### config.mk
export PLATFORM = sky130hd
export DESIGN_NAME = cp_handshake_port
export DESIGN_NICKNAME = d
export VERILOG_FILES = /design/src/core/cp_port_pkg.sv /design/src/core/cp_handshake_port.sv /design/src/core/seq_detect.sv
export SDC_FILE = /design/constraint.sdc
export NUM_CORES = 1
export LEC_CHECK = 0
export BUFFER_PORTS_ARGS = -buffer_cell sky130_fd_sc_hd__buf_2
export CORE_UTILIZATION = 50
export CTS_CLUSTER_DIAMETER = 50
export CTS_CLUSTER_SIZE = 25
export DETAILED_ROUTE_END_ITERATION = 7
export GPL_TIMING_DRIVEN = 1
export PLACE_DENSITY_LB_ADDON = 0.12
export SLEW_MARGIN = 10
export SYNTH_ARGS = -nofsm -noshare
export SYNTH_HDL_FRONTEND = slang
export SYNTH_SLANG_ARGS = --single-unit
### constraint.sdc
create_clock -name i_clk -period 3.1 [get_ports i_clk]
set_input_delay 0 -clock i_clk [delete_from_list [all_inputs] [get_ports i_clk]]
set_output_delay 0 -clock i_clk [all_outputs]
set_load 0.01 [all_outputs]
### src/core/cp_port_pkg.sv
// Package of types and constants for the coprocessor handshake port
package cp_port_pkg;

  // Address step for a sequential wide-instruction access
  localparam logic [31:0] WIDE_STEP = 32'h0000_0004;
  // Address step for a sequential narrow opcode fetch
  localparam logic [31:0] NARROW_STEP = 32'h0000_0002;
  // Reset values of the active-low status outputs (inactive)
  localparam logic RST_INSTR_N = 1'b1;
  localparam logic RST_MREQ_N = 1'b1;
  localparam logic RST_OPC_N = 1'b1;
  localparam logic RST_TRANS_N = 1'b1;

  // Request from the core pipeline for the next memory transaction
  typedef struct packed {
    logic        valid;
    logic [31:0] addr;
    logic        opcode;
  } mem_req_t;

  // Core state visible to the coprocessor
  typedef struct packed {
    logic narrow_isa;
    logic user_mode;
  } core_state_t;

  // Handshake result pulses back to the core
  typedef struct packed {
    logic done;
    logic undef;
  } cp_result_t;

  typedef enum logic [1:0] {
    CP_IDLE,
    CP_WAIT,
    CP_EXEC
  } cp_state_t;

endpackage

### src/core/cp_handshake_port.sv
// Processor-side coprocessor handshake and status port
`timescale 1ns/1ps
// Summary of operation
// - Outputs change and inputs sampled only on rising clock edge, apart from asynchronous reset.
// - Cycle-advance enable low holds all state and outputs for whole cycles.
// - Static clock in either phase keeps all state; design is fully static.
// - Coprocessor instruction drives coproc_instr_n low, awaits absent/busy.
// - Absent high during executed coprocessor cycle raises undefined trap.
// - Absent low: wait while busy high, complete when busy low.
// - mem_request_n low exactly when next transaction needs memory.
// - opcode_fetch_n low for instruction fetch, high for data.
// - sequential_access high for same address, +4 wide, +2 narrow fetch.
// - narrow_isa_state high in narrow set, low in wide set.
// - privileged_translate_n low in user mode, high when privileged.
module cp_handshake_port
  import cp_port_pkg::*;
(
  input wire logic i_clk,
  input wire logic i_arst_n,
  input wire logic i_cycle_advance_enable,
  input wire logic i_cp_start,
  input wire mem_req_t i_req,
  input wire core_state_t i_core,
  input wire logic i_coproc_absent,
  input wire logic i_coproc_busy,
  output logic o_coproc_instr_n,
  output logic o_mem_request_n,
  output logic o_opcode_fetch_n,
  output logic o_sequential_access,
  output logic o_narrow_isa_state,
  output logic o_privileged_translate_n,
  output logic o_cp_done,
  output logic o_cp_undef
);

  typedef struct packed {
    cp_state_t   st;
    logic        instr_n;
    logic        mreq_n;
    logic        opc_n;
    logic        seq;
    logic        narrow;
    logic        trans_n;
    logic [31:0] prev_addr;
    logic        prev_valid;
    cp_result_t  res;
  } port_state_t;

  port_state_t state_q;
  port_state_t state_d;
  logic seq_next;

  // Reset image of the whole port state
  localparam port_state_t RESET_STATE = '{
    st: CP_IDLE,
    instr_n: RST_INSTR_N,
    mreq_n: RST_MREQ_N,
    opc_n: RST_OPC_N,
    seq: 1'b0,
    narrow: 1'b0,
    trans_n: RST_TRANS_N,
    prev_addr: '0,
    prev_valid: 1'b0,
    res: '0
  };

  // Status lines for the next transaction, from the core's view
  function automatic port_state_t status_step(input port_state_t s,
                                              input mem_req_t r,
                                              input core_state_t c,
                                              input logic seq);
    port_state_t n;
    n = s;
    n.mreq_n = ~r.valid;
    n.opc_n = ~(r.valid & r.opcode);
    n.seq = seq;
    // Idle cycles keep the last address so a later access can still chain
    if (r.valid) begin
      n.prev_addr = r.addr;
      n.prev_valid = 1'b1;
    end
    n.narrow = c.narrow_isa;
    n.trans_n = ~c.user_mode;
    return n;
  endfunction

  // Ends a handshake: instruction line released, one result pulse raised
  function automatic port_state_t close_hs(input port_state_t s,
                                           input logic undef);
    port_state_t n;
    n = s;
    n.st = CP_IDLE;
    n.instr_n = RST_INSTR_N;
    n.res.undef = undef;
    n.res.done = ~undef;
    return n;
  endfunction

  // One enabled step of the coprocessor handshake
  function automatic port_state_t hs_step(input port_state_t s,
                                          input logic start,
                                          input logic absent,
                                          input logic busy);
    port_state_t n;
    n = s;
    unique case (s.st)
      CP_IDLE: begin
        if (start) begin
          n.st = CP_WAIT;
          n.instr_n = 1'b0;
        end
      end
      CP_WAIT, CP_EXEC: begin
        // Absent is checked on every waiting edge, so a late refusal aborts
        // absent aborts
        if (absent) begin
          n = close_hs(s, 1'b1);
        end else if (busy) begin
          n.st = CP_WAIT;
        end else begin
          n = close_hs(s, 1'b0);
        end
      end
      // A corrupted state code drops the handshake without a result
      default: begin
        n.st = CP_IDLE;
        n.instr_n = RST_INSTR_N;
      end
    endcase
    return n;
  endfunction

  seq_detect u_seq (
    .i_prev_addr (state_q.prev_addr),
    .i_prev_valid(state_q.prev_valid),
    .i_req       (i_req),
    .i_narrow_isa(i_core.narrow_isa),
    .o_seq       (seq_next)
  );

  always_comb begin
    state_d = state_q;
    if (i_cycle_advance_enable) begin
      state_d.res = '0;
      state_d = status_step(state_d, i_req, i_core, seq_next);
      state_d = hs_step(state_d, i_cp_start, i_coproc_absent,
                        i_coproc_busy);
    end
  end

  always_ff @(posedge i_clk or negedge i_arst_n) begin
    if (!i_arst_n) begin
      state_q <= RESET_STATE;
    end else begin
      state_q <= state_d;
    end
  end

  assign o_coproc_instr_n = state_q.instr_n;
  assign o_mem_request_n = state_q.mreq_n;
  assign o_opcode_fetch_n = state_q.opc_n;
  assign o_sequential_access = state_q.seq;
  assign o_narrow_isa_state = state_q.narrow;
  assign o_privileged_translate_n = state_q.trans_n;
  assign o_cp_done = state_q.res.done;
  assign o_cp_undef = state_q.res.undef;

endmodule // cp_handshake_port

### src/core/seq_detect.sv
// Sequential-address classifier for the next memory transaction
`timescale 1ns/1ps
module seq_detect
  import cp_port_pkg::*;
(
  input wire logic [31:0] i_prev_addr,
  input wire logic i_prev_valid,
  input wire mem_req_t i_req,
  input wire logic i_narrow_isa,
  output logic o_seq
);

  function automatic logic is_step(input logic [31:0] a,
                                   input logic [31:0] b,
                                   input logic [31:0] s);
    is_step = (a == 32'(b + s));
  endfunction

  always_comb begin
    o_seq = 1'b0;
    if (i_req.valid && i_prev_valid) begin
      if (i_req.addr == i_prev_addr)
        o_seq = 1'b1;
      else if (!i_narrow_isa && is_step(i_req.addr, i_prev_addr, WIDE_STEP))
        o_seq = 1'b1;
      else if (i_narrow_isa && i_req.opcode &&
               is_step(i_req.addr, i_prev_addr, NARROW_STEP))
        o_seq = 1'b1;
    end
  end

endmodule // seq_detect

==> run metrics, run 1 <==
status complete, no violations; Post-Syn Instances 394; worst hold path class input port to flip-flop; antenna violations before repair 0; Layout Cells excl Fill 578; first-pass GRT wire length 17600 microns; Cell Chain, Critical Path ha_1 -> nand3_1 -> buf_4 -> nor3_1 -> a21oi_1 -> a2111oi_0 -> nand4_1 -> a2111o_1 -> nand3_1; final setup violating endpoints 0; gr usage total 31.1%; H-Tree Depth 2; slowest cell delay on critical path 0.50 ns; worst ir drop on vdd 218 uV; WHS 0.00921 ns; Clock power frac 27.3%; syn_nets 438; row cnt 30; Die W 86.6 microns; Iteration-0 DRC Markers 361; port bufs 49; Sw Share 36.8%; largest net degree at the start of global routing 43; most common flop cell mapped by yosys dfrtp_1; drt pass-1 iters 5; clk_skew 0.00541 ns; Hold Vio Cnt, Final 0; CORE AREA 6870 sq um; FFs w/ async S/R, synth 100%; Synth area leaders dfrtp_1, mux2_2, xnor2_1; Crit path max-delay family compound AO/OA/AOI/OAI gates; CP Capture Type flip-flop; crit-path max FO 9; Ports 50; Routed Antenna Nets 0; Inst Count DP 532; most frequent CP cell nand3_1; Slew headroom 30.8%; total gr overflow 0; Final HPWL DP 8440 microns; final setup margin 0.424 ns; setup TNS 0 ns; Avg WL per Cell 19.3 microns; RSZ-0062 raised after global routing false; Place WS 0.519 ns; Detailed Route WL 11100 microns; Gate power share 35.1%; Initial Util 52.1%; root buffer cell clkbuf_8; max_cap viols 0; CP startpoint kind flip-flop; Synth area leader dfrtp_1; setup bufs post-CTS 0; fin crit period 2.68 ns; pwr dens 461 nW/um^2; slew of the pin with the lowest slew margin 1.03 ns; Seq/Total Area, Yosys 29.5%; Seq pwr share 37.6%; number of synthesized flops with an enable pin 0; P_sw 755 uW; layout cells sized above 1 25.9%; Die ar. 7490 sq um; nets@finish 525; Worst Path Buf+Inv 1; Synth cell types 63; Area Growth Syn to Fin 24.2%; Die H 86.6 microns; Slew Limit Fails 0; area of the mapped netlist 3580 sq um; CP max-delay cell dfrtp_1; CTS tree done; routed vias 3559; total CTS buffers 5; FMAX 374 MHz; #FFs+latches synth 42; mean post-synth cell area 9.08 sq um; Final Cycle Share 86.3%; Clock Sink Count 42; DR vias/cell 6.16; Worst-path clk slew 0.09 ns; critical path class flip-flop to flip-flop; RePlAce Congestion 1.02; Synth warnings 0; Skew-Pair Late Insertion Delay 0.31 ns; ANT cells 0; critical path data arrival time 2.92 ns; clock buffer depth 2; Internal 1290 uW; Remaining DRCs 0; area share of the largest cell type after synthesis 26.6%; Leak 0.00170 uW; CP required 3.34 ns; vias in the first global route 3254
## logic make-up (layout without fill, tap and decap cells)
| family | count (synthesis) | after routing | share of synthesized area (%) |
|---|---|---|---|
| AND/OR/NAND/NOR | 161 | 161 | 26.5 |
| AO/OA/AOI/OAI | 64 | 64 | 12.8 |
| XOR/XNOR | 59 | 59 | 14.5 |
| flip-flops | 42 | 42 | 29.5 |
| multiplexers | 38 | 38 | 11.9 |
| buffers and inverters | 28 | 116 | 4.13 |
| adder cells (fa/ha/maj) | 2 | 2 | 0.700 |
## final cells by class
class	instances	area, sq um
Sequential cell	42	1060
Timing Repair Buffer	99	716
Clock inverter	2	60.1
Multi-Input combinational cell	324	2370
Inverter	9	33.8
Clock buffer	6	82.6
Tap cell	96	120
Fill cell	617	2430
## registers in the layout, summed over array words and instances (netlist names)
name,count
state_q,34
o_opcode_fetch_n,1
o_privileged_translate_n,1
o_coproc_instr_n,1
o_mem_request_n,1
o_cp_undef,1
o_narrow_isa_state,1
o_cp_done,1
o_sequential_access,1
## Yosys cell counts (2+ instances only)
master / number
dfrtp_1: 38
xnor2_1: 36
mux2_2: 35
nand4_1: 26
nand3_1: 25
xor2_1: 23
nor2_1: 22
nand2_1: 19
nor4_1: 17
o21ai_0: 12
nor3_1: 11
inv_1: 9
a21oi_1: 8
buf_2: 7
and2_1: 6
clkbuf_1: 5
or3_1: 5
a211o_1: 4
a31o_2: 4
and3_1: 4
dfstp_2: 4
o311ai_0: 4
a2111oi_0: 3
a21boi_0: 3
a21o_1: 3
a31oi_1: 3
and4_1: 3
buf_1: 3
clkbuf_8: 3
mux2i_1: 3
o22ai_1: 3
or4_1: 3
a211oi_1: 2
a22oi_1: 2
and4_2: 2
ha_1: 2
nand2b_1: 2
nand3_2: 2
nand3b_1: 2
nor2b_1: 2
o211ai_1: 2
## metrics by stage
stage / instance area, sq um / util, % / power (uW)
after floorplan: 3580 / - / 1220
after global placement: 3920 / 57.0 / 1440
after CTS: 4440 / 64.6 / 2040
after global routing: 4440 / 64.6 / 2150
after detailed placement: 3920 / 57.0 / 1440
final: 4440 / 64.6 / 2050
## power groups by stage
stage	clock network, uW	registers, uW	logic [uW]
4_1_cts	567	765	708
2_1_floorplan	0	710	515
5_1_grt	590	782	779
3_3_place_gp	0	772	671
6_report	560	769	720
3_5_place_dp	0	776	665
## what timing repair did
action,4_1_cts,5_1_grt
endpoints found under the hold margin,73,0
resized for setup,0,0
hold buffers,38,0
## metal layers
layer / track usage [%] / part of all wire [%]
met5: 0 / 0
met3: 4.57 / 7.9
met1: 43.0 / 43
met4: 13.9 / 4.7
met2: 48.1 / 44
## final timing paths
check	from	end	cells after the start	slack, ns
setup / recovery	state_q[6]	o_sequential_access	9	0.42
hold / removal	i_req[13]	state_q[15]	2	0.009
setup reg to reg	state_q[6]	o_sequential_access	9	0.42
hold reg to reg	o_coproc_instr_n	o_coproc_instr_n	2	0.47
max in group asynchronous	i_arst_n	state_q[19]	2	2.08
min in group asynchronous	i_arst_n	state_q[20]	2	0.40
## cell usage in the layout, fill, tap and decap left out, drive strengths merged, types with 3 or more instances in the layout
cell	Yosys	layout
a2111oi	3	3
a211o	4	4
a21boi	3	3
a21o	3	3
a21oi	8	8
a31o	4	4
a31oi	3	3
and2	6	6
and3	4	4
and4	5	5
buf	11	61
clkbuf	8	6
dfrtp	38	38
dfstp	4	4
dlygate4sd3	0	38
inv	9	9
mux2	35	35
mux2i	3	3
nand2	19	19
nand3	27	27
nand4	28	28
nor2	22	22
nor3	11	11
nor4	19	19
o21ai	12	12
o22ai	3	3
o311ai	4	4
or3	6	6
or4	5	5
xnor2	36	36
xor2	23	23
(Power assumes the default switching activity.)
==> run 2, diff against run 1 <==
--- a/config.mk
+++ b/config.mk
@@ -12,6 +12,7 @@
 export DETAILED_ROUTE_END_ITERATION = 7
 export GPL_TIMING_DRIVEN = 1
 export PLACE_DENSITY_LB_ADDON = 0.12
+export SETUP_SLACK_MARGIN = 0.02
 export SLEW_MARGIN = 10
 export SYNTH_ARGS = -nofsm -noshare
 export SYNTH_HDL_FRONTEND = slang
==> constraint.sdc (replaced) <==
create_clock -name i_clk -period 3.1 [get_ports i_clk]
set_input_delay 0.62 -clock i_clk [delete_from_list [all_inputs] [get_ports i_clk]]
set_output_delay 0.62 -clock i_clk [all_outputs]
set_load 0.01 [all_outputs]
==> run 2 against run 1 <==
Net effect:
- count of clock-buffer cells in the layout is 1 lower
- sequential cell count stayed put
- sequential power hardly changed
- final cell count is 6.6% lower
- sequential share of layout area is 2.4 points higher
- largest cell class unchanged
- highest routed layer unchanged
==> run metrics, run 2 (synthesized netlist as in run 1, its figures left out) <==
status complete, no violations; Seq pwr share 40.5% (+2.9 points); RSZ-0062 raised after global routing false; Gate power share 36.1% (+1.0 points); final setup margin 0.235 ns (-0.189 ns); antenna violations before repair 0 (unchanged); total gr overflow 0 (unchanged); WHS 0.454 ns (+0.444 ns); layout cells sized above 1 28.4% (+2.4 points); root buffer cell clkbuf_8; worst hold stages 2 (unchanged); Avg WL per Cell 19.9 microns (+3.5%); hold buffers post-CTS 0 (-100%); number of flip-flops in the largest register 34 (unchanged); Routed Antenna Nets 0 (unchanged); Remaining DRCs 0 (unchanged); row cnt 30 (unchanged); clock buffer depth 2 (unchanged); slew of the pin with the lowest slew margin 0.996 ns (-0.0323 ns); Final HPWL DP 8430 microns (about the same); Hold Vio Cnt, Final 0 (unchanged); Die H 86.6 microns (unchanged); Iteration-0 DRC Markers 361 (unchanged); Area Growth Syn to Fin 12.7%; Clock power frac 23.4% (-3.9 points); Place WS 0.302 ns (-0.217 ns); total CTS buffers 5 (unchanged); gr usage total 29.9% (-1.1 points); Leak 0.00153 uW (-10%); Skew-Pair Late Insertion Delay 0.31 ns (about the same); largest net degree at the start of global routing 43 (unchanged); first-pass GRT wire length 16900 microns (-3.8%); Initial Util 52.1% (unchanged); fin crit period 2.86 ns (+0.189 ns); port bufs 49 (unchanged); final setup violating endpoints 0 (unchanged); Detailed Route WL 10800 microns (-3.3%); grt met3 use 5.71% (+1.1 points); Die ar. 7490 sq um (unchanged); fill count 629 (+1.9%); Slew Limit Fails 0 (unchanged); setup TNS 0 ns (unchanged); CP required 3.35 ns (about the same); P_sw 739 uW (-2.1%); Final Cycle Share 92.4% (+6.1 points); met1 Usage GRT 40.2% (-2.8 points); worst hold path class input port to flip-flop; Ports 50 (unchanged); H-Tree Depth 2 (unchanged); clk_skew 0.00949 ns (+0.00408 ns); Worst-path clk slew 0.09 ns (about the same); FF-to-FF path depth 8 (-1); most frequent cells in the layout buf_2, dfrtp_1, xnor2_1; Inst Count DP 532 (unchanged); worst ir drop on vdd 297 uV (+36%); Clock Sink Count 42 (unchanged); routed vias 3474 (-2.4%); CTS tree done; Slew headroom 33.6% (+2.8 points); vias in the first global route 3260 (+0.18%); total power draw 1900 uW (-7.4%); drt pass-1 iters 6 (+1); DR vias/cell 6.43 (+4.5%); most common library cell in the layout ignoring fill and taps buf_2; GR peak layer met2; FMAX 349 MHz (-6.6%); CP Capture Type flip-flop; pwr dens 471 nW/um^2 (+2.0%); nets@finish 487 (-7.2%); Layout Cells excl Fill 540 (-6.6%); Largest Register state_q; Internal 1160 uW (-10%); met2 usage 48.3% (+0.14 points); crit-path max FO 9 (unchanged); CORE AREA 6870 sq um (unchanged); max_cap viols 0 (unchanged); critical path class flip-flop to flip-flop; RePlAce Congestion 1.04 (+1.8%); Die W 86.6 microns (unchanged); critical path data arrival time 3.11 ns (+0.19 ns); CP startpoint kind flip-flop; Sw Share 39.0% (+2.1 points); ANT cells 0 (unchanged)
run 2: cell types whose count changed in the layout (fill, tap and decap cells not counted), sizes merged:
cell and delta:
clkbuf -1, bufinv -1, dlygate4sd3 -38, clkinv +2
run 2: critical path, cell delays in order (launching register included):
cell      delay (ns)
dfrtp_1         0.51
ha_1            0.32
nand4_1         0.33
or3_2           0.58
or4_1           0.41
a21oi_1         0.16
o22ai_1         0.10
a2111o_1        0.30
nand3_1         0.09
run 2: metal layers:
metal,share of wire (%),vias up,routed length [microns]
met3,7.9,41,851
met4,3.0,0,319
met1,45,1665,4800
met2,45,176,4790
li1,-,1592,-
met5,0,-,0
run 2: worst paths after layout:
kind	endpoint	start	slack, ns
max	o_sequential_access	state_q[6]	0.24
max reg2reg	o_sequential_access	state_q[6]	0.24
min in group asynchronous	state_q[2]	i_arst_n	0.48
min	o_privileged_translate_n	i_core[0]	0.45
min reg2reg	o_privileged_translate_n	o_privileged_translate_n	0.47
max in group asynchronous	state_q[14]	i_arst_n	2.00
run 2: timing repair:
item                       CTS  global route
buffers inserted             0             0
setup endpoints to repair    0             1
gates resized for setup      0             1
run 2: final cells by class:
cell class              count  area, sq um  share of cell area (%)
repair buffers             61          335                    8.32
well taps                  96          120                    2.98
multi-input cells         324         2380                    59.0
flip-flops and latches     42         1060                    26.2
inverters                   9         33.8                   0.838
clock inverters             3         40.0                   0.993
clock buffers               5         68.8                    1.71
run 2: through the flow:
step	util (%)	instance area, sq um
floorplan	-	3580
global placement	57.0	3920
detailed placement	57.0	3920
CTS	58.6	4030
global route	58.7	4030
finish	58.7	4030
run 2: power groups by stage:
stage	Sequential [uW]	Combinational [uW]	Clock, uW
floorplan	710	515	0
global placement	770	671	0
detailed placement	775	671	0
CTS	764	675	452
global route	780	743	471
finish	769	684	445
==> run 3, diff against run 2 <==
--- a/config.mk
+++ b/config.mk
@@ -12,8 +12,9 @@
 export DETAILED_ROUTE_END_ITERATION = 7
 export GPL_TIMING_DRIVEN = 1
 export PLACE_DENSITY_LB_ADDON = 0.12
-export SETUP_SLACK_MARGIN = 0.02
+export SETUP_SLACK_MARGIN = 0.3
 export SLEW_MARGIN = 10
 export SYNTH_ARGS = -nofsm -noshare
 export SYNTH_HDL_FRONTEND = slang
 export SYNTH_SLANG_ARGS = --single-unit
+export TNS_END_PERCENT = 100
==> constraint.sdc (replaced) <==
create_clock -name i_clk -period 2.35 [get_ports i_clk]
set_input_delay 0.47 -clock i_clk [delete_from_list [all_inputs] [get_ports i_clk]]
set_output_delay 0.47 -clock i_clk [all_outputs]
set_load 0.01 [all_outputs]
==> run 3 against run 2 <==
Net effect:
- die area unchanged
- critical path depth grew 1
- power increased by 56%
- via count up 7.2%
- critical path type unchanged
- largest power group is now combinational cells
- highest routed layer unchanged
==> run metrics, run 3 (synthesized netlist as in run 1, its figures left out) <==
pwr dens 612 nW/um^2 (+30%); FMAX 435 MHz (+25%); fin crit period 2.30 ns (-0.567 ns); total CTS buffers 5 (unchanged); gr usage total 32.6% (+2.7 points); vias in the first global route 3594 (+10%); DR vias/cell 6.05 (-5.9%); P_sw 1080 uW (+46%); met3 wire length 786 microns (-7.6%); area taken by flip-flops and latches 1080 sq um (+2.1%); setup TNS 0 ns (unchanged); worst hold path class input port to async pin; final setup violating endpoints 0 (unchanged); Die H 86.6 microns (unchanged); Layout Cells excl Fill 615 (+14%); Seq pwr share 33.1% (-7.4 points); Die W 86.6 microns (unchanged); most common library cell in the layout ignoring fill and taps buf_4; status complete, no violations; max_cap viols 0 (unchanged); Leak 0.00195 uW (+28%); CP max-delay cell dfrtp_2; drt pass-1 iters 6 (unchanged); total gr overflow 0 (unchanged); CP startpoint kind flip-flop; number of flip-flops in the largest register 34 (unchanged); Area Growth Syn to Fin 35.7%; ANT cells 0 (unchanged); RSZ-0062 raised after global routing true; Initial Util 52.1% (unchanged); Iteration-0 DRC Markers 301 (-17%); Avg WL per Cell 19.3 microns (-3.0%); final setup margin 0.0518 ns (-0.183 ns); clk_skew 0.00724 ns (-0.00225 ns); Slew headroom 53.4% (+20 points); critical path data arrival time 2.54 ns (-0.57 ns); most frequent cells in the layout buf_4, buf_2, mux2_2; CORE AREA 6870 sq um (unchanged); hold buffers post-CTS 0 (unchanged); slowest cell delay on critical path 0.45 ns (-0.13 ns); Routed Antenna Nets 0 (unchanged); Detailed Route WL 11900 microns (+10%); Die ar. 7490 sq um (unchanged); WL met1 5180 microns (+7.8%); nets@finish 562 (+15%); port bufs 49 (unchanged); CP required 2.60 ns (-0.75 ns); largest net degree at the start of global routing 34 (-21%); crit-path max FO 5 (-4); Largest Register state_q; fill count 574 (-8.7%); H-Tree Depth 2 (unchanged); uppermost routed layer met4; WHS 0.104 ns (-0.349 ns); Cell Chain, Critical Path ha_4 -> nand3_2 -> buf_4 -> nor3_1 -> xor2_1 -> o311ai_0 -> nor4_1 -> nand4_1 -> nand3_1; Sw Share 36.4% (-2.6 points); Final Cycle Share 97.8% (+5.4 points); total power draw 2970 uW (+56%); Clock power frac 24.5% (+1.1 points); critical path class flip-flop to flip-flop; Final HPWL DP 9030 microns (+7.1%); Internal 1890 uW (+63%); CTS tree done; CP Capture Type flip-flop; area of the multi-input gates 2560 sq um (+7.5%); clock buffer depth 2 (unchanged); Worst-path clk slew 0.09 ns (about the same); Ports 50 (unchanged); WL met2 5600 microns (+17%); RePlAce Congestion 0.949 (-8.4%); first-pass GRT wire length 18400 microns (+8.9%); slew of the pin with the lowest slew margin 0.696 ns (-0.300 ns); Clock Sink Count 42 (unchanged); Inst Count DP 586 (+10%); layout cells sized above 1 46.4% (+18 points); Hold Vio Cnt, Final 0 (unchanged); Slew Limit Fails 0 (unchanged); antenna violations before repair 0 (unchanged); Skew-Pair Late Insertion Delay 0.30 ns (about the same); worst ir drop on vdd 391 uV (+32%); Place WS -0.0818 ns (-0.384 ns); Gate power share 42.3% (+6.2 points); Remaining DRCs 0 (unchanged); row cnt 30 (unchanged); routed vias 3723 (+7.2%); root buffer cell clkbuf_8
==> run 3: changes by cell type in the layout (fill, tap and decap cells not counted), sizes merged <==
cell and delta:
buf +75, clkinv -2, bufinv +1, clkbuf +1
==> run 3: stage by stage <==
stage	area, sq um	util [%]
2_1_floorplan	3610	-
3_3_place_gp	4350	63.3
3_5_place_dp	4350	63.3
4_1_cts	4690	68.3
5_1_grt	4850	70.6
6_report	4850	70.6
==> run 3: final timing paths <==
kind	slack (ns)	to	start	cells after the start
worst min-delay path	0.10	o_sequential_access	i_arst_n	1
worst max-delay path	0.05	o_sequential_access	state_q[5]	9
min in group i_clk	0.31	o_privileged_translate_n	i_core[0]	2
worst min register to register	0.46	o_coproc_instr_n	o_coproc_instr_n	2
worst max register to register	0.05	o_sequential_access	state_q[5]	9
max in group asynchronous	1.67	state_q[16]	i_arst_n	2
==> run 3: layout make-up <==
cell class,count,area share [%]
Clock buffer,6,1.70
Clock inverter,2,1.24
Inverter,9,0.696
Multi-Input combinational cell,324,52.7
Sequential cell,42,22.2
Tap cell,96,2.48
Timing Repair Buffer,136,19.0
==> run 3: worst max-delay path: cells and delay by family (launching register included) <==
family	cells	cell delay [ns]
buf+inv	1	0.20
xor+xnor	1	0.22
compound gates	1	0.20
simple gates	5	1.01
flops	1	0.45
fa+ha+maj	1	0.17
==> run 3: metal layers <==
layer | GRT usage (%) | up-vias
met1 | 44.7 | 1783
li1 | - | 1750
met3 | 4.67 | 29
met2 | 52.5 | 161
met5 | 0 | -
met4 | 11.7 | 0
==> run 3: power by group through the flow <==
stage	registers [uW]	logic (uW)	clock network (uW)
after floorplan	940	688	0
after global placement	989	1060	0
after detailed placement	992	1070	0
after CTS	980	1160	740
after global routing	997	1350	762
final	984	1260	727
==> run 3: timing repair <==
item / 4_1_cts / 5_1_grt
pin swaps: 9 / 18
resized for setup: 34 / 16
setup endpoints to repair: 1 / 1
buffers inserted: 12 / 9
